--- src/logic/sptx_pkg.sv ---
// shared constants, types and slot arithmetic for the serial audio input link
package sptx_pkg;
    typedef enum logic [1:0] {
        SPTX_FMT_I2S = 2'h0,
        SPTX_FMT_LJ = 2'h1,
        SPTX_FMT_RJ = 2'h3
    } sptx_fmt_t;

    typedef enum logic [1:0] {
        SPTX_W16 = 2'h0,
        SPTX_W18 = 2'h1,
        SPTX_W20 = 2'h2,
        SPTX_W24 = 2'h3
    } sptx_width_t;

    typedef enum logic {
        SPTX_OSR_256 = 1'h0,
        SPTX_OSR_384 = 1'h1
    } sptx_osr_t;

    localparam int unsigned SPTX_WORD_MAX = 24;
    localparam logic [5:0] SPTX_FRAME_SLOTS = 6'h3f;
    localparam logic [4:0] SPTX_HALF_LAST = 5'h1f;
    localparam logic [5:0] SPTX_HALF_SLOTS = 6'h20;
    localparam logic [5:0] SPTX_I2S_DELAY = 6'h01;
    localparam logic [5:0] SPTX_LJ_DELAY = 6'h00;
    localparam int unsigned SPTX_CLK_NS = 8;
    localparam int unsigned SPTX_SCLK_MIN_NS = 80;
    localparam int unsigned SPTX_SCLK_MIN_CYC = (SPTX_SCLK_MIN_NS + SPTX_CLK_NS - 1) / SPTX_CLK_NS;
    localparam int unsigned SPTX_OCLK_MIN_NS = 20;
    localparam int unsigned SPTX_OCLK_MIN_CYC = (SPTX_OCLK_MIN_NS + SPTX_CLK_NS - 1) / SPTX_CLK_NS;
    localparam logic [4:0] SPTX_SCLK_HALF_CYC = 5'h0c;
    localparam logic [2:0] SPTX_OCLK_HALF_256 = 3'h3;
    localparam logic [2:0] SPTX_OCLK_HALF_384 = 3'h2;
    localparam logic [1:0] SPTX_BIPH_DIV_256 = 2'h2;
    localparam logic [1:0] SPTX_BIPH_DIV_384 = 2'h3;

    function automatic logic [5:0] sptx_word_bits(input sptx_width_t w);
        case (w)
            SPTX_W16: sptx_word_bits = 6'h10;
            SPTX_W18: sptx_word_bits = 6'h12;
            SPTX_W20: sptx_word_bits = 6'h14;
            default: sptx_word_bits = 6'h18;
        endcase
    endfunction : sptx_word_bits

    // slot of the msb within a half frame: 1, 0 or 32 minus width
    function automatic logic [5:0] sptx_msb_slot(input sptx_fmt_t f, input sptx_width_t w);
        case (f)
            SPTX_FMT_LJ: sptx_msb_slot = SPTX_LJ_DELAY;
            SPTX_FMT_RJ: sptx_msb_slot = SPTX_HALF_SLOTS - sptx_word_bits(w);
            default: sptx_msb_slot = SPTX_I2S_DELAY;
        endcase
    endfunction : sptx_msb_slot

    // fsync level that marks the left channel
    // reserved code 2 keeps i2s levels, as sptx_msb_slot keeps the i2s delay
    function automatic logic sptx_left_level(input sptx_fmt_t f);
        sptx_left_level = (f == SPTX_FMT_LJ) || (f == SPTX_FMT_RJ);
    endfunction : sptx_left_level
endpackage : sptx_pkg

--- src/logic/sptx_if.sv ---
// three-wire serial audio link plus oversampling clock
`timescale 1ns/10ps
`default_nettype none
interface sptx_if;
    logic sclk;
    logic fsync;
    logic sdata;
    logic oversample_clock;

    modport src (
        output sclk,
        output fsync,
        output sdata,
        output oversample_clock
    );

    modport dev (
        input sclk,
        input fsync,
        input sdata,
        input oversample_clock
    );
endinterface : sptx_if
`default_nettype wire

--- src/logic/sptx_dev.sv ---
// device end: captures left/right words and derives the biphase clock strobe
`timescale 1ns/10ps
`default_nettype none
module sptx_dev (
    input wire logic clk_sys_in,
    input wire logic rstn_in,
    sptx_if.dev link,
    input wire logic fmt_sel_in,
    input wire logic [1:0] fmt_in,
    input wire logic [1:0] width_in,
    input wire logic osr_in,
    output logic [23:0] left_out,
    output logic [23:0] right_out,
    output logic valid_out,
    output logic biphase_tick_out
);
    // framing lock: seek an edge, time one half, then trust the slots
    typedef enum logic [1:0] {
        SPTX_LOCK_SEEK = 2'h0,
        SPTX_LOCK_HALF = 2'h1,
        SPTX_LOCK_ON = 2'h3,
        SPTX_LOCK_LOST = 2'h2
    } sptx_lock_t;
    sptx_pkg::sptx_fmt_t fmt;
    sptx_pkg::sptx_width_t width;
    logic sclk_prev_r;
    logic fs_prev_r;
    logic oclk_prev_r;
    logic [4:0] slot_r;
    logic [4:0] slot_nxt;
    logic [23:0] shift_r;
    logic [23:0] left_r;
    logic [23:0] right_r;
    logic valid_r;
    logic [1:0] div_r;
    logic [1:0] div_last;
    logic tick_r;
    logic sclk_rise;
    logic half_start;
    logic in_word;
    logic word_end;
    logic is_left;
    logic [5:0] msb_slot;
    logic [5:0] bits;
    logic slot_wrap;
    sptx_lock_t lock_r;
    sptx_lock_t lock_nxt;

    // completes a word with the wire bit, restarting at a half edge
    function automatic logic [23:0] sptx_fill(input logic [23:0] acc, input logic fresh,
            input logic bit_in);
        sptx_fill = fresh ? {23'h000000, bit_in} : {acc[22:0], bit_in};
    endfunction : sptx_fill

    // format select low falls back to i2s
    // default i2s framing
    assign fmt = fmt_sel_in ? sptx_pkg::sptx_fmt_t'(fmt_in) : sptx_pkg::SPTX_FMT_I2S;
    assign width = sptx_pkg::sptx_width_t'(width_in);
    assign bits = sptx_pkg::sptx_word_bits(width);
    assign msb_slot = sptx_pkg::sptx_msb_slot(fmt, width);

    assign sclk_rise = link.sclk & ~sclk_prev_r;
    assign half_start = link.fsync != fs_prev_r;
    assign slot_nxt = half_start ? 5'h00 : slot_r + 5'h01;
    assign is_left = link.fsync == sptx_pkg::sptx_left_level(fmt);
    assign in_word = ({1'b0, slot_nxt} >= msb_slot) && ({1'b0, slot_nxt} < msb_slot + bits);
    // rj lsb lands on slot 31
    assign word_end = {1'b0, slot_nxt} == msb_slot + bits - 6'h01;

    // a half running past 32 slots with no edge means framing is lost
    assign slot_wrap = sclk_rise && !half_start && (slot_r == sptx_pkg::SPTX_HALF_LAST);

    always_comb begin
        lock_nxt = lock_r;
        case (lock_r)
            SPTX_LOCK_SEEK: begin
                if (sclk_rise && half_start) begin
                    lock_nxt = SPTX_LOCK_HALF;
                end
            end
            SPTX_LOCK_HALF: begin
                if (sclk_rise && half_start && slot_r == sptx_pkg::SPTX_HALF_LAST) begin
                    lock_nxt = SPTX_LOCK_ON;
                end else if (slot_wrap) begin
                    lock_nxt = SPTX_LOCK_SEEK;
                end
            end
            SPTX_LOCK_ON: begin
                if (sclk_rise && half_start && slot_r != sptx_pkg::SPTX_HALF_LAST) begin
                    lock_nxt = SPTX_LOCK_HALF;
                end else if (slot_wrap) begin
                    lock_nxt = SPTX_LOCK_LOST;
                end
            end
            SPTX_LOCK_LOST: begin
                if (sclk_rise && half_start) begin
                    lock_nxt = SPTX_LOCK_HALF;
                end
            end
            default: begin
                lock_nxt = SPTX_LOCK_SEEK;
            end
        endcase
    end

    always_ff @(posedge clk_sys_in) begin
        if (!rstn_in) begin
            lock_r <= SPTX_LOCK_SEEK;
        end else begin
            lock_r <= lock_nxt;
        end
    end

    always_ff @(posedge clk_sys_in) begin
        if (!rstn_in) begin
            sclk_prev_r <= 1'b0;
        end else begin
            sclk_prev_r <= link.sclk;
        end
    end

    always_ff @(posedge clk_sys_in) begin
        if (!rstn_in) begin
            oclk_prev_r <= 1'b0;
        end else begin
            oclk_prev_r <= link.oversample_clock;
        end
    end

    // fsync level is tracked only at sclk rises so glitches between edges are ignored
    always_ff @(posedge clk_sys_in) begin
        if (!rstn_in) begin
            fs_prev_r <= 1'b0;
            slot_r <= sptx_pkg::SPTX_HALF_LAST;
        end else if (sclk_rise) begin
            fs_prev_r <= link.fsync;
            slot_r <= slot_nxt;
        end
    end

    always_ff @(posedge clk_sys_in) begin
        if (!rstn_in) begin
            shift_r <= 24'h000000;
        end else if (sclk_rise && half_start) begin
            shift_r <= {23'h000000, link.sdata & in_word};
        end else if (sclk_rise && in_word) begin
            shift_r <= {shift_r[22:0], link.sdata};
        end
    end

    // words are right-aligned; upper bits zero for narrow widths
    always_ff @(posedge clk_sys_in) begin
        if (!rstn_in) begin
            left_r <= 24'h000000;
            right_r <= 24'h000000;
            valid_r <= 1'b0;
        end else begin
            valid_r <= 1'b0;
            if (sclk_rise && word_end && in_word) begin
                if (is_left) begin
                    left_r <= sptx_fill(shift_r, half_start, link.sdata);
                end else begin
                    right_r <= sptx_fill(shift_r, half_start, link.sdata);
                    // partial pairs after reset or a polarity flip are not announced
                    valid_r <= (lock_r == SPTX_LOCK_ON);
                end
            end
        end
    end

    assign div_last = (osr_in == sptx_pkg::SPTX_OSR_384) ?
        sptx_pkg::SPTX_BIPH_DIV_384 - 2'h1 : sptx_pkg::SPTX_BIPH_DIV_256 - 2'h1;
    always_ff @(posedge clk_sys_in) begin
        if (!rstn_in) begin
            div_r <= 2'h0;
            tick_r <= 1'b0;
        end else begin
            tick_r <= 1'b0;
            if (link.oversample_clock && !oclk_prev_r) begin
                if (div_r >= div_last) begin
                    div_r <= 2'h0;
                    tick_r <= 1'b1;
                end else begin
                    div_r <= div_r + 2'h1;
                end
            end
        end
    end

    assign left_out = left_r;
    assign right_out = right_r;
    assign valid_out = valid_r;
    assign biphase_tick_out = tick_r;
endmodule : sptx_dev
`default_nettype wire

--- src/flat_wrapper.sv ---
// flat-port wrapper written by rule: the top's interface ports become plain ports
module sptx_dev_flat 
  (clk_sys_in, rstn_in, fmt_sel_in, fmt_in, width_in, osr_in, left_out, right_out, valid_out, biphase_tick_out, link_sclk, link_fsync, link_sdata, link_oversample_clock);
  sptx_if link_i ();
  input wire logic clk_sys_in;
  input wire logic rstn_in;
  input wire logic fmt_sel_in;
  input wire logic [1:0] fmt_in;
  input wire logic [1:0] width_in;
  input wire logic osr_in;
  output logic [23:0] left_out;
  output logic [23:0] right_out;
  output logic valid_out;
  output logic biphase_tick_out;
  input wire logic [$bits(link_i.sclk)-1:0] link_sclk;
  input wire logic [$bits(link_i.fsync)-1:0] link_fsync;
  input wire logic [$bits(link_i.sdata)-1:0] link_sdata;
  input wire logic [$bits(link_i.oversample_clock)-1:0] link_oversample_clock;
  assign link_i.sclk = link_sclk;
  assign link_i.fsync = link_fsync;
  assign link_i.sdata = link_sdata;
  assign link_i.oversample_clock = link_oversample_clock;
  sptx_dev u_core (.clk_sys_in(clk_sys_in), .rstn_in(rstn_in), .link(link_i), .fmt_sel_in(fmt_sel_in), .fmt_in(fmt_in), .width_in(width_in), .osr_in(osr_in), .left_out(left_out), .right_out(right_out), .valid_out(valid_out), .biphase_tick_out(biphase_tick_out));
endmodule
--- config.mk ---
export PLATFORM = sky130hd
export DESIGN_NAME = sptx_dev_flat
export DESIGN_NICKNAME = d
export VERILOG_FILES = /design/src/logic/sptx_pkg.sv /design/src/logic/sptx_if.sv /design/src/logic/sptx_dev.sv /design/src/flat_wrapper.sv
export SDC_FILE = /design/constraint.sdc
export NUM_CORES = 1
export LEC_CHECK = 0
export BUFFER_PORTS_ARGS = -buffer_cell sky130_fd_sc_hd__buf_2
export CAP_MARGIN = 10
export CORE_ASPECT_RATIO = 0.75
export CORE_UTILIZATION = 55
export CTS_BUF_LIST = sky130_fd_sc_hd__clkbuf_2
export CTS_CLUSTER_DIAMETER = 100
export DETAILED_ROUTE_END_ITERATION = 16
export MAX_ROUTING_LAYER = met4
export PLACE_DENSITY = 0.78
export SLEW_MARGIN = 20
export SYNTH_ARGS = -nofsm -noshare
export SYNTH_HDL_FRONTEND = slang
export SYNTH_SLANG_ARGS = --single-unit
--- constraint.sdc ---
create_clock -name clk_sys_in -period 3.5 [get_ports clk_sys_in]
set_input_delay 0.35 -clock clk_sys_in [delete_from_list [all_inputs] [get_ports clk_sys_in]]
set_output_delay 0.35 -clock clk_sys_in [all_outputs]
set_load 0.01 [all_outputs]
## Word level (Yosys, flattened, before mapping)

Cells that the tools add are included.

- Flip-flop bits (word level): 85
- Input bits: 12
- Output and inout port bits: 50
- Logic and storage cells: 81

- Add/sub/neg operators: 5
- Magnitude comparators: 3
- Equal/unequal tests: 15
- Mux-type cells: 17
- Bitwise operators: 6
- Reduce and logical (&&, ||, !) cells: 23

Operators with widths:

| kind | number |
|---|---|
| 24-bit 2-to-1 mux | 1 |
| 2-bit 2-to-1 mux | 8 |
| 4-bit case mux with 3 select lines | 1 |
| 6-bit case mux with 2 select lines | 1 |
| 1-bit logical AND | 10 |
| 2-bit equality test, second input constant | 4 |
| 6-bit by 5-bit adder with 6-bit output | 1 |
| 2-bit by 1-bit equality test with 1-bit output, second input constant | 3 |
| 5-bit by 6-bit equality test with 1-bit output | 1 |
| 5-bit by 6-bit greater-or-equal comparator with 1-bit output | 1 |
| 5-bit by 6-bit < comparator with 1-bit output | 1 |
| 6-bit 2-to-1 mux | 1 |
| 3-bit by 1-bit inequality test with 1-bit output, second input constant | 2 |
| 2-bit case mux with 3 select lines | 1 |
| 2-bit AND reduction | 3 |
| 6-bit by 1-bit subtractor with 6-bit output, second input constant | 1 |
| 6-bit subtractor, first input constant | 1 |
| 5-bit by 1-bit adder with 5-bit output, second input constant | 1 |
| 5-bit equality test, second input constant | 1 |
| 5-bit 2-to-1 mux | 1 |
| 5-bit inequality test, second input constant | 1 |
| 2-bit zero test | 2 |
| 1-bit NOT | 4 |
| 2-bit OR reduction | 2 |
| other kinds (12) | 16 |

## Longest topological paths before layout

Gate-level depths: netlist of the first run.

- Depth after elaboration: 12
- Mapped depth: 18
- Gate-level depth less buffers: 15

## Least setup slack after synthesis of the first run

No wires, ideal clock.

- Path type: input to register
- From: input width_in[0]
- To: register u_core.right_r[10] (netlist: u_core.right_out[10])
- Data arrival time: 3.057 ns
- Data required time: 3.380 ns
- Slack: 0.323 ns
- Stages on the path: 18
- Path buffers: 3
- Cells stage by stage: inv_1 -> ha_1 -> nand2_1 -> inv_1 -> fa_1 -> xor2_1 -> inv_1 -> ha_1 -> o21ai_0 -> a21oi_1 -> o32ai_1 -> a21oi_1 -> nor3_2 -> buf_4 -> nand3b_2 -> buf_6 -> buf_6 -> mux2i_1

- Longest elaborated chain between the ends: 11
- Elaborated cells between the ends (all ways): 16
- Those cells by class: add/sub (3); order compare (2); eq/ne (3); mux (3); reduce/logical (5)

RTL lines:

| what | line | source |
|---|---|---|
| start: declaration | flat_wrapper.sv:9 | `input wire logic [1:0] width_in;` |
| 2-bit equality test (tied with other cells) | sptx_pkg.sv:39 | `case (w)` |
| 4-bit case mux with 3 select lines (*) | sptx_pkg.sv:39 |  |
| 6-bit 2-to-1 mux | sptx_pkg.sv:49 | `case (f)` |
| 6-bit subtractor | sptx_pkg.sv:51 | `SPTX_FMT_RJ: sptx_msb_slot = SPTX_HALF_SLOTS - sptx_word_bits(w);` |
| 6-bit case mux with 2 select lines | sptx_pkg.sv:49 |  |
| 6-bit by 5-bit adder with 6-bit output | sptx_dev.sv:66, sptx_dev.sv:68 |  |
| 6-bit by 1-bit subtractor with 6-bit output | sptx_dev.sv:68 | `assign word_end = {1'b0, slot_nxt} == msb_slot + bits - 6'h01;` |
| 5-bit by 6-bit equality test with 1-bit output | sptx_dev.sv:68 |  |
| 1-bit logical AND | sptx_dev.sv:159 | `if (sclk_rise && word_end && in_word) begin` |
| 1-bit logical AND (*) | sptx_dev.sv:159 |  |
| 2-bit AND reduction (no source line) (*) | n/a |  |
| end signal: assignment | sptx_dev.sv:163 | `right_r <= sptx_fill(shift_r, half_start, link.sdata);` |
| end: declaration | sptx_dev.sv:33 | `logic [23:0] right_r;` |

Mark *: on every way between the ends. The rest lies on a longest branch, timed or not. The select of a mux whose other input is x is not followed.
A chain may end at the register's enable or synchronous reset.

## Worst setup path in the final report of the first run

- From: input width_in[0]
- To: register u_core.right_r[20] (netlist: u_core.right_out[20])

The elaborated chain is that of the path after synthesis.

==> flow_summary.json, run 1 <==
{
  "status": "complete, no violations",
  "timing.rr.end": "u_core.right_out[20]$_SDFFE_PN0P_",
  "gp_congestion": 0.910,
  "yosys_warnings": 0,
  "ant_nets": 0,
  "insertion_delay_ns": 0.57,
  "clk_pin_slew_ns": 0.24,
  "dieHeight_um": 75.0,
  "syn-num-nets": 447,
  "finalWirelength_um": 7650,
  "reg2reg_from": "u_core.slot_r[0]$_SDFFE_PN1P_",
  "fmax_mhz": 344,
  "drt-pass1-iter-count": 4,
  "drive_gt1_frac": 0.194,
  "synthFlopType": "dfxtp_1",
  "n_antenna_cell": 0,
  "grt_use_total": 0.226,
  "num_vias": 2976,
  "synth_cell_types": 45,
  "fin_worst_skew_ns": 0.0312,
  "cts_resized": 0,
  "cts_tree": "built",
  "grt_pass1_wl_um": 12700,
  "grt_max_degree": 42,
  "ys_seq_area_frac": 0.436,
  "min_to": "u_core.shift_r[0]$_SDFFE_PN0P_",
  "max_stage_delay_ns": 0.46,
  "area_growth_pct": 13.4,
  "synth_edf_count": 0,
  "drt-initial-drc-count": 84,
  "finalCritPeriodShare": 0.831,
  "timing.slew.headroom": 0.527,
  "die_w_um": 99.3,
  "cts_max_level": 3,
  "holdCritPathClass": "in -> reg",
  "max_cap_viol_count": 0,
  "synth_area_leaders": "dfxtp_1, mux2i_1, nand2_1",
  "io_buffers": 61,
  "hold_depth": 3,
  "fin_tns_setup_ns": 0,
  "dp_hpwl_um": 5640,
  "p_leak_nw": 2.23,
  "via_per_inst": 5.24,
  "worst-path-buf-inv": 5,
  "critPathMaxFanout": 15,
  "r2r_cells": 12,
  "drc": 0,
  "syn_area_per_cell_um2": 9.41,
  "endpoint_kind": "flop",
  "rows": 26,
  "clock_sinks": 85,
  "postLayoutCellArea_um2": 4430,
  "dpl_cell_area_um2": 4300,
  "cp_cell_sequence": "buf_2 > inv_1 > ha_1 > nand2_1 > inv_1 > fa_1 > xor2_1 > inv_1 > ha_1 > o21ai_0 > a21oi_1 > o32ai_1 > a21oi_1 > nor3_4 > nand3b_2 > buf_4 > mux2i_1",
  "synth_area_leader_cell": "dfxtp_1",
  "ys_ff_latch": 85,
  "critical_path_class": "in -> reg",
  "yosysTopAreaCellShare": 0.436,
  "worst_pin_slew_ns": 0.707,
  "hold_viol_final": 0,
  "cts_root_buf": "clkbuf_2",
  "slowest_stage": "fa_1",
  "worstSetupStartpointType": "input port",
  "ys_async_sr_fraction": 0,
  "grt-ovfl-total": 0,
  "crit_family": "adder cells",
  "synthCells": 415,
  "die-area_um2": 7440,
  "finalMaxSlewViolations": 0,
  "cp_data_required_time_ns": 3.96,
  "cts_buffers": 9,
  "routedWlPerCell_um": 13.5,
  "ioPinCount": 62,
  "period_minus_slack_ns": 2.91,
  "syn_area_um2": 3900,
  "ir_drop_mv": 0.345,
  "cp.arrival_ns": 3.37,
  "reg2reg_slack_ns": 0.71,
  "grt_pass1_vias": 2819,
  "nFillCells": 578,
  "fin_nets": 511,
  "antenna_found_initial": 0,
  "finalSetupViolCount": 0,
  "cts_max_path_buffers": 2,
  "start_util": 0.572,
  "power_density_nw_per_um2": 395,
  "hp-start": "link_sdata",
  "core_area_um2": 6830,
  "crit_top_cell": "inv_1",
  "p_total_mw": 1.75,
  "grt_setup_unrepaired": "false"
}
## metal layers
layer	wire (um)	vias to the layer above	GRT usage
met5	0	-	-
met4	180	0	0.0915
met3	316	17	0.0631
met2	3490	69	0.368
met1	3670	1368	0.267
li1	-	1522	-
## per-stage QoR
| step | hold WS (ns) | util | worst slack [ns] | std cells |
|---|---|---|---|---|
| detailed placement | 0.438 | 0.630 | -0.00968 | 550 |
| global placement | 0.442 | 0.630 | 0.130 | 550 |
| CTS | 0.00982 | 0.648 | 0.606 | 568 |
| finish | 0.0378 | 0.648 | 0.590 | 568 |
| global route | 0.0000554 | 0.648 | 0.382 | 568 |
| floorplan | 0.422 | - | 0.323 | 415 |
## cell families (layout without fill, tap and decap cells)
| logic type | Yosys count | after routing | synth area share |
|---|---|---|---|
| AOI/OAI and AO/OA | 34 | 34 | 0.0577 |
| xor gates and xnor gates | 13 | 13 | 0.0346 |
| adders and majority gates | 20 | 20 | 0.0660 |
| DFF | 85 | 85 | 0.436 |
| and+or+nand+nor | 159 | 159 | 0.181 |
| muxes | 70 | 70 | 0.179 |
| buffers and inverters | 34 | 103 | 0.0452 |
## report_power, final
| part | internal, mW | switching [mW] |
|---|---|---|
| Clock | 0.108 | 0.364 |
| Combinational | 0.124 | 0.161 |
| Sequential | 0.983 | 0.0106 |
## placed cells by master, fill, tap and decap left out, types with 6 or more instances in the layout
master and count:
clkbuf_2 9, o21ai_0 6, xnor2_1 6, nand2b_1 9, nand2_1 92, buf_2 61
nor2_1 29, dfxtp_1 85, mux2i_1 70, inv_1 13, ha_1 19, buf_4 9
a21oi_1 10
## flip-flops by register name, summed over array words and instances (netlist names)
name                     count
u_core.biphase_tick_out      1
u_core.div_r                 2
u_core.fs_prev_r             1
u_core.left_out             24
u_core.lock_r                2
u_core.oclk_prev_r           1
u_core.right_out            24
u_core.sclk_prev_r           1
u_core.shift_r              23
u_core.slot_r                5
u_core.valid_out             1
## area by class of cell
type | instances | area (um^2) | share of cell area
clock buffers | 9 | 45.0 | 0.0102
flip-flops and latches | 85 | 1700 | 0.384
multi-input cells | 296 | 2030 | 0.459
repair buffers | 74 | 433 | 0.0977
well taps | 84 | 105 | 0.0237
inverters | 13 | 48.8 | 0.0110
clock inverters | 7 | 62.6 | 0.0141
## synth_stat cells, drive strengths merged, types with 3 or more instances
cell,number
nand2,93
ha,19
nor2b,4
dfxtp,85
nand2b,9
nor2,29
inv,13
mux2i,70
and3,3
nand3,6
buf,8
clkbuf,13
a21boi,4
a21oi,11
xnor2,7
o21ai,6
and2,6
o211ai,3
xor2,5
## what timing repair did
item | CTS | global route
setup buffers | 0 | 0
hold buffers | 2 | 0
hold endpoints to repair | 2 | 0
## how the worst max path moves through the flow
stage / start / end / slack (ns) / cells after the start
after global placement: width_in[0] / u_core.shift_r[5]$_SDFFE_PP0P_ / 0.13 / 17
final: width_in[0] / u_core.right_out[20]$_SDFFE_PN0P_ / 0.59 / 17
after detailed placement: width_in[0] / u_core.shift_r[11]$_SDFFE_PP0P_ / -0.01 / 17
after floorplan: width_in[0] / u_core.right_out[10]$_SDFFE_PN0P_ / 0.32 / 18
after CTS: width_in[0] / u_core.left_out[22]$_SDFFE_PN0P_ / 0.61 / 17
after global routing: width_in[0] / u_core.shift_r[21]$_SDFFE_PP0P_ / 0.38 / 17
## worst register-to-register path, cell delays in order (launching register included)
cell      delay, ns
dfxtp_1        0.39
ha_1           0.25
xnor2_1        0.23
nor2_1         0.11
ha_1           0.31
o21ai_0        0.16
a21oi_1        0.07
o32ai_1        0.23
a21oi_1        0.15
nor3_4         0.31
nand3b_2       0.12
buf_4          0.23
mux2i_1        0.15
No activity file was read; power rests on OpenSTA's default activity.
==> run 2: changes to the inputs <==
Settings changed: CORE_UTILIZATION 55 to 53.
Clock period 3.5 ns to 2.65 ns, I/O delays scaled along.
==> flow_summary.json, run 2 (same netlist as run 1, synthesis figures left out) <==
{
  "wl_met3_um": 340,
  "cp.arrival_ns": 3.01,
  "n_antenna_cell": 0,
  "period_minus_slack_ns": 2.62,
  "area_growth_pct": 22.9,
  "pwr-share-comb": 0.203,
  "grt_use_total": 0.237,
  "rows": 26,
  "p_clk_frac": 0.256,
  "hold_viol_final": 0,
  "nFillCells": 572,
  "layout_setup_ws_ns": 0.0253,
  "postLayoutCellArea_um2": 4800,
  "clock_sinks": 85,
  "reg2reg_from": "u_core.slot_r[0]$_SDFFE_PN1P_",
  "power_density_nw_per_um2": 505,
  "ir_drop_mv": 0.313,
  "utilization": 0.689,
  "finalSetupViolCount": 0,
  "cts_root_buf": "clkbuf_2",
  "layout_commonest_cell": "nand2_1",
  "max_stage_delay_ns": 0.44,
  "p_int_mw": 1.74,
  "dpl_cell_area_um2": 4540,
  "cp_data_required_time_ns": 3.03,
  "start_util": 0.561,
  "grt_pass1_vias": 3028,
  "cts_buffers": 9,
  "worst_pin_slew_ns": 0.699,
  "status": "complete, no violations",
  "finalWirelength_um": 8400,
  "insertion_delay_ns": 0.49,
  "wl_met2_um": 3900,
  "ioPinCount": 62,
  "p_total_mw": 2.42,
  "die_w_um": 101,
  "grt_setup_unrepaired": "true",
  "power.switching_uw": 680,
  "hold_depth": 3,
  "endpoint_kind": "flop",
  "cts_tree": "built",
  "num_vias": 3112,
  "routedWlPerCell_um": 13.9,
  "finalCritPeriodShare": 0.990,
  "critical_path_class": "in -> reg",
  "io_buffers": 61,
  "p_leak_nw": 2.40,
  "cts_max_level": 3,
  "antenna_found_initial": 0,
  "drt-initial-drc-count": 158,
  "dp_hpwl_um": 5920,
  "worstSetupStartpointType": "input port",
  "power.share.switching": 0.281,
  "grt_max_degree": 46,
  "core_area_um2": 6960,
  "hp-start": "link_sdata",
  "dieHeight_um": 76.3,
  "final_cell_mix": "nand2_1, dfxtp_1, mux2i_1, buf_2, buf_4",
  "timing.slew.headroom": 0.533,
  "fin_nets": 535,
  "cp_cell_sequence": "buf_2 > inv_4 > ha_4 > nand2_2 > inv_2 > fa_2 > buf_4 > xnor2_1 > or3_1 > a21oi_1 > nand4_1 > a21oi_2 > nand3_2 > buf_12 > mux2i_1",
  "pre_cts_ws_ns": -0.543,
  "fin_worst_skew_ns": 0.0222,
  "clk_pin_slew_ns": 0.18,
  "via_per_inst": 5.15,
  "pwr-share-seq": 0.541,
  "startpoint": "width_in[0]",
  "finalMaxSlewViolations": 0,
  "gp_congestion": 0.855,
  "highest_layer": "met4",
  "grt-ovfl-total": 0,
  "fmax_mhz": 381,
  "wl_met1_um": 4090,
  "drc": 0,
  "ant_nets": 0,
  "critPathMaxFanout": 23,
  "holdCritPathClass": "in -> reg",
  "max_cap_viol_count": 0,
  "r2r_cells": 13,
  "cts_max_path_buffers": 2,
  "drive_gt1_frac": 0.277,
  "die-area_um2": 7720,
  "drt-pass1-iter-count": 4,
  "slowest_stage": "fa_2",
  "grt_pass1_wl_um": 14200
}
-- run 2: power groups by stage --
stage / logic [mW] / registers [mW] / clock network (mW)
after floorplan: 0.295 / 1.33 / 0
after global placement: 0.405 / 1.33 / 0
after detailed placement: 0.426 / 1.33 / 0
after CTS: 0.444 / 1.31 / 0.635
after global routing: 0.538 / 1.32 / 0.702
final: 0.492 / 1.31 / 0.621
-- run 2: worst max-delay path: cells and delay by family --
family,cells,cell delay (ns)
compound gates,2,0.46
xor+xnor,1,0.14
fa+ha+maj,2,0.70
buf+inv,5,0.65
mux,1,0.13
simple gates,4,0.65
-- run 2: metrics by stage --
stage | hold WS, ns | cells | TNS (ns)
finish | 0.0620 | 604 | 0
global route | 0.0146 | 604 | -2.86
CTS | 0.0290 | 599 | 0
detailed placement | 0.443 | 583 | -34.02
global placement | 0.442 | 583 | -28.20
floorplan | 0.387 | 415 | -11.70
-- run 2: worst paths after layout --
check,to,slack [ns]
min reg2reg,u_core.left_out[7]$_SDFFE_PN0P_,0.47
max reg2reg,u_core.right_out[15]$_SDFFE_PN0P_,0.07
min,u_core.shift_r[0]$_SDFFE_PN0P_,0.06
max,u_core.left_out[16]$_SDFFE_PN0P_,0.03
-- run 2: repair_timing --
action                                  CTS  global route
endpoints found under the hold margin     2             0
endpoints found under the setup margin   70            72
hold buffers                              2             0
pin swaps                                 0             7
resized for setup                         8            16
setup buffers                             0             5
-- run 2: layout make-up --
cell class,count,area (um^2),share of cell area
clock buffer,10,50.0,0.0104
sequential,85,1710,0.356
inverter,13,63.8,0.0133
multi-input combinational,296,2160,0.450
timing repair buffer,98,643,0.134
clock inverter,4,50.0,0.0104
tap,98,123,0.0255
-- run 2: metal layers --
metal  track usage  vias to the layer above
li1              -                     1568
met2         0.366                       65
met3        0.0596                       10
met4        0.0464                        0
met5             -                        -
met1         0.317                     1469
==> run 3: changes to the inputs <==
Settings changed: BUFFER_PORTS_ARGS -buffer_cell sky130_fd_sc_hd__buf_2 to unset, CORE_UTILIZATION 53 to 55, DONT_BUFFER_PORTS set to 1, PLACE_DENSITY 0.78 to 0.73.
==> flow_summary.json, run 3 (same netlist as run 1, synthesis figures left out) <==
{
  "max_cap_viol_count": 0,
  "n_antenna_cell": 0,
  "finalSetupViolCount": 0,
  "grt_setup_unrepaired": "true",
  "finalWirelength_um": 8280,
  "die-area_um2": 7440,
  "critical_path_class": "reg -> reg",
  "power.switching_uw": 722,
  "p_int_mw": 1.77,
  "grt_max_degree": 64,
  "timing.rr.end": "u_core.shift_r[17]$_SDFFE_PP0P_",
  "critPathMaxFanout": 9,
  "cts_max_path_buffers": 2,
  "routedWlPerCell_um": 15.5,
  "drt-pass1-iter-count": 5,
  "final_cell_mix": "nand2_1, dfxtp_1, mux2i_1, nor2_1, buf_4",
  "gp_congestion": 0.799,
  "finalCritPeriodShare": 0.977,
  "grt_use_total": 0.225,
  "io_buffers": 0,
  "start_util": 0.572,
  "hp-start": "link_oversample_clock",
  "ir_drop_mv": 0.399,
  "insertion_delay_ns": 0.53,
  "max_stage_delay_ns": 0.42,
  "grt_pass1_vias": 2788,
  "status": "complete, no violations",
  "hold_depth": 3,
  "fin_worst_skew_ns": 0.0237,
  "fin_nets": 477,
  "cp_cell_sequence": "ha_4 > xnor2_4 > nor2_2 > ha_1 > o21ai_2 > a21oi_2 > o32ai_2 > a21oi_2 > nor3_4 > buf_12 > buf_6 > mux2i_1 > nor2_1",
  "hold_viol_final": 0,
  "reg2reg_slack_ns": 0.06,
  "dieHeight_um": 75.0,
  "endpoint_kind": "flop",
  "cp_data_required_time_ns": 3.05,
  "p_leak_nw": 2.15,
  "area_growth_pct": 19.2,
  "power_density_nw_per_um2": 536,
  "r2r_cells": 13,
  "grt_pass1_wl_um": 12700,
  "clock_sinks": 85,
  "via_per_inst": 5.40,
  "multiInputGateArea_um2": 2190,
  "die_w_um": 99.3,
  "holdCritPathClass": "in -> reg",
  "cts_max_level": 3,
  "fmax_mhz": 386,
  "pre_cts_ws_ns": -0.415,
  "grt-ovfl-total": 0,
  "slowest_stage": "dfxtp_4",
  "p_clk_frac": 0.278,
  "worstSetupStartpointType": "flop",
  "ioPinCount": 62,
  "nFillCells": 547,
  "crit_top_cell": "a21oi_2",
  "period_minus_slack_ns": 2.59,
  "worst_pin_slew_ns": 0.732,
  "pwr-share-seq": 0.529,
  "min_to": "u_core.div_r[0]$_SDFFE_PN0P_",
  "layout_setup_ws_ns": 0.0597,
  "antenna_found_initial": 0,
  "rows": 26,
  "pwr-share-comb": 0.194,
  "clk_pin_slew_ns": 0.24,
  "ant_nets": 0,
  "hold_ws_ns": 0.0581,
  "power.share.switching": 0.290,
  "timing.slew.headroom": 0.511,
  "seq_area_um2": 1710,
  "cts_buffers": 9,
  "drive_gt1_frac": 0.187,
  "num_vias": 2883,
  "drc": 0,
  "fin_tns_setup_ns": 0,
  "layout_commonest_cell": "nand2_1",
  "reg2reg_from": "u_core.slot_r[0]$_SDFFE_PN1P_",
  "cts_tree": "built",
  "dp_hpwl_um": 5350,
  "finalMaxSlewViolations": 0,
  "cp.arrival_ns": 2.99,
  "cts_root_buf": "clkbuf_2",
  "utilization": 0.681,
  "core_area_um2": 6830,
  "drt-initial-drc-count": 95
}
## run 3: changes by cell type in the layout (fill, tap and decap cells not counted), moves of 2 or more
| cell | before | now |
|---|---|---|
| inv_6 | 1 | 3 |
| buf_2 | 60 | 0 |
| buf_4 | 28 | 22 |
| buf_12 | 3 | 5 |
| dlygate4sd3_1 | 2 | 6 |
| xnor2_2 | 2 | 0 |
| xnor2_4 | 0 | 2 |
| clkbuf_16 | 0 | 3 |
## run 3: area by class of cell
type	count	share of cell area
multi-input cells	296	0.471
flip-flops and latches	85	0.368
repair buffers	40	0.0992
well taps	84	0.0226
clock inverters	6	0.0151
inverters	13	0.0137
clock buffers	10	0.0108
## run 3: timing repair
item                                    CTS  global route
gates resized for setup                  10            22
pin swaps                                 5             3
endpoints found under the hold margin    63             2
setup buffers                             3             0
hold buffers                              6             1
endpoints found under the setup margin   72            72
gates cloned                              0             4
## run 3: worst max path at each step
stage / start / to / cells after the start
5_1_grt: u_core.fs_prev_r$_SDFFE_PN0P_ / u_core.shift_r[17]$_SDFFE_PP0P_ / 12
2_1_floorplan: width_in[1] / u_core.right_out[10]$_SDFFE_PN0P_ / 17
6_report: u_core.slot_r[0]$_SDFFE_PN1P_ / u_core.shift_r[17]$_SDFFE_PP0P_ / 13
3_5_place_dp: width_in[1] / u_core.shift_r[22]$_SDFFE_PP0P_ / 15
4_1_cts: u_core.slot_r[0]$_SDFFE_PN1P_ / u_core.shift_r[2]$_SDFFE_PP0P_ / 13
3_3_place_gp: width_in[1] / u_core.shift_r[7]$_SDFFE_PP0P_ / 15
## run 3: per-layer routing
metal	GRT usage	part of all wire	up-vias
li1	-	-	1454
met1	0.280	0.49	1368
met2	0.366	0.46	55
met3	0.0631	0.041	6
met4	0.0588	0.0064	0
met5	-	0	-
## run 3: power groups by stage
stage          registers (mW)  logic (mW)  clock network (mW)
6_report                 1.32       0.483               0.692
5_1_grt                  1.32       0.527               0.766
4_1_cts                  1.31       0.430               0.708
3_5_place_dp             1.34       0.372                   0
3_3_place_gp             1.34       0.362                   0
2_1_floorplan            1.33       0.295                   0
## run 3: per-stage QoR
step	area, um^2	instances	power, mW
floorplan	3980	415	1.63
global route	4650	534	2.62
CTS	4450	529	2.45
finish	4650	534	2.49
global placement	4180	504	1.70
detailed placement	4180	504	1.71
## run 3: critical path, delay by kind of cell, from the launching register on
family / cells / cell delay, ns
and+or+nand+nor: 3 / 0.40
xor gates and xnor gates: 1 / 0.13
adders and majority gates: 2 / 0.44
DFF: 1 / 0.42
AOI/OAI and AO/OA: 4 / 0.56
muxes: 1 / 0.22
buffers and inverters: 2 / 0.29
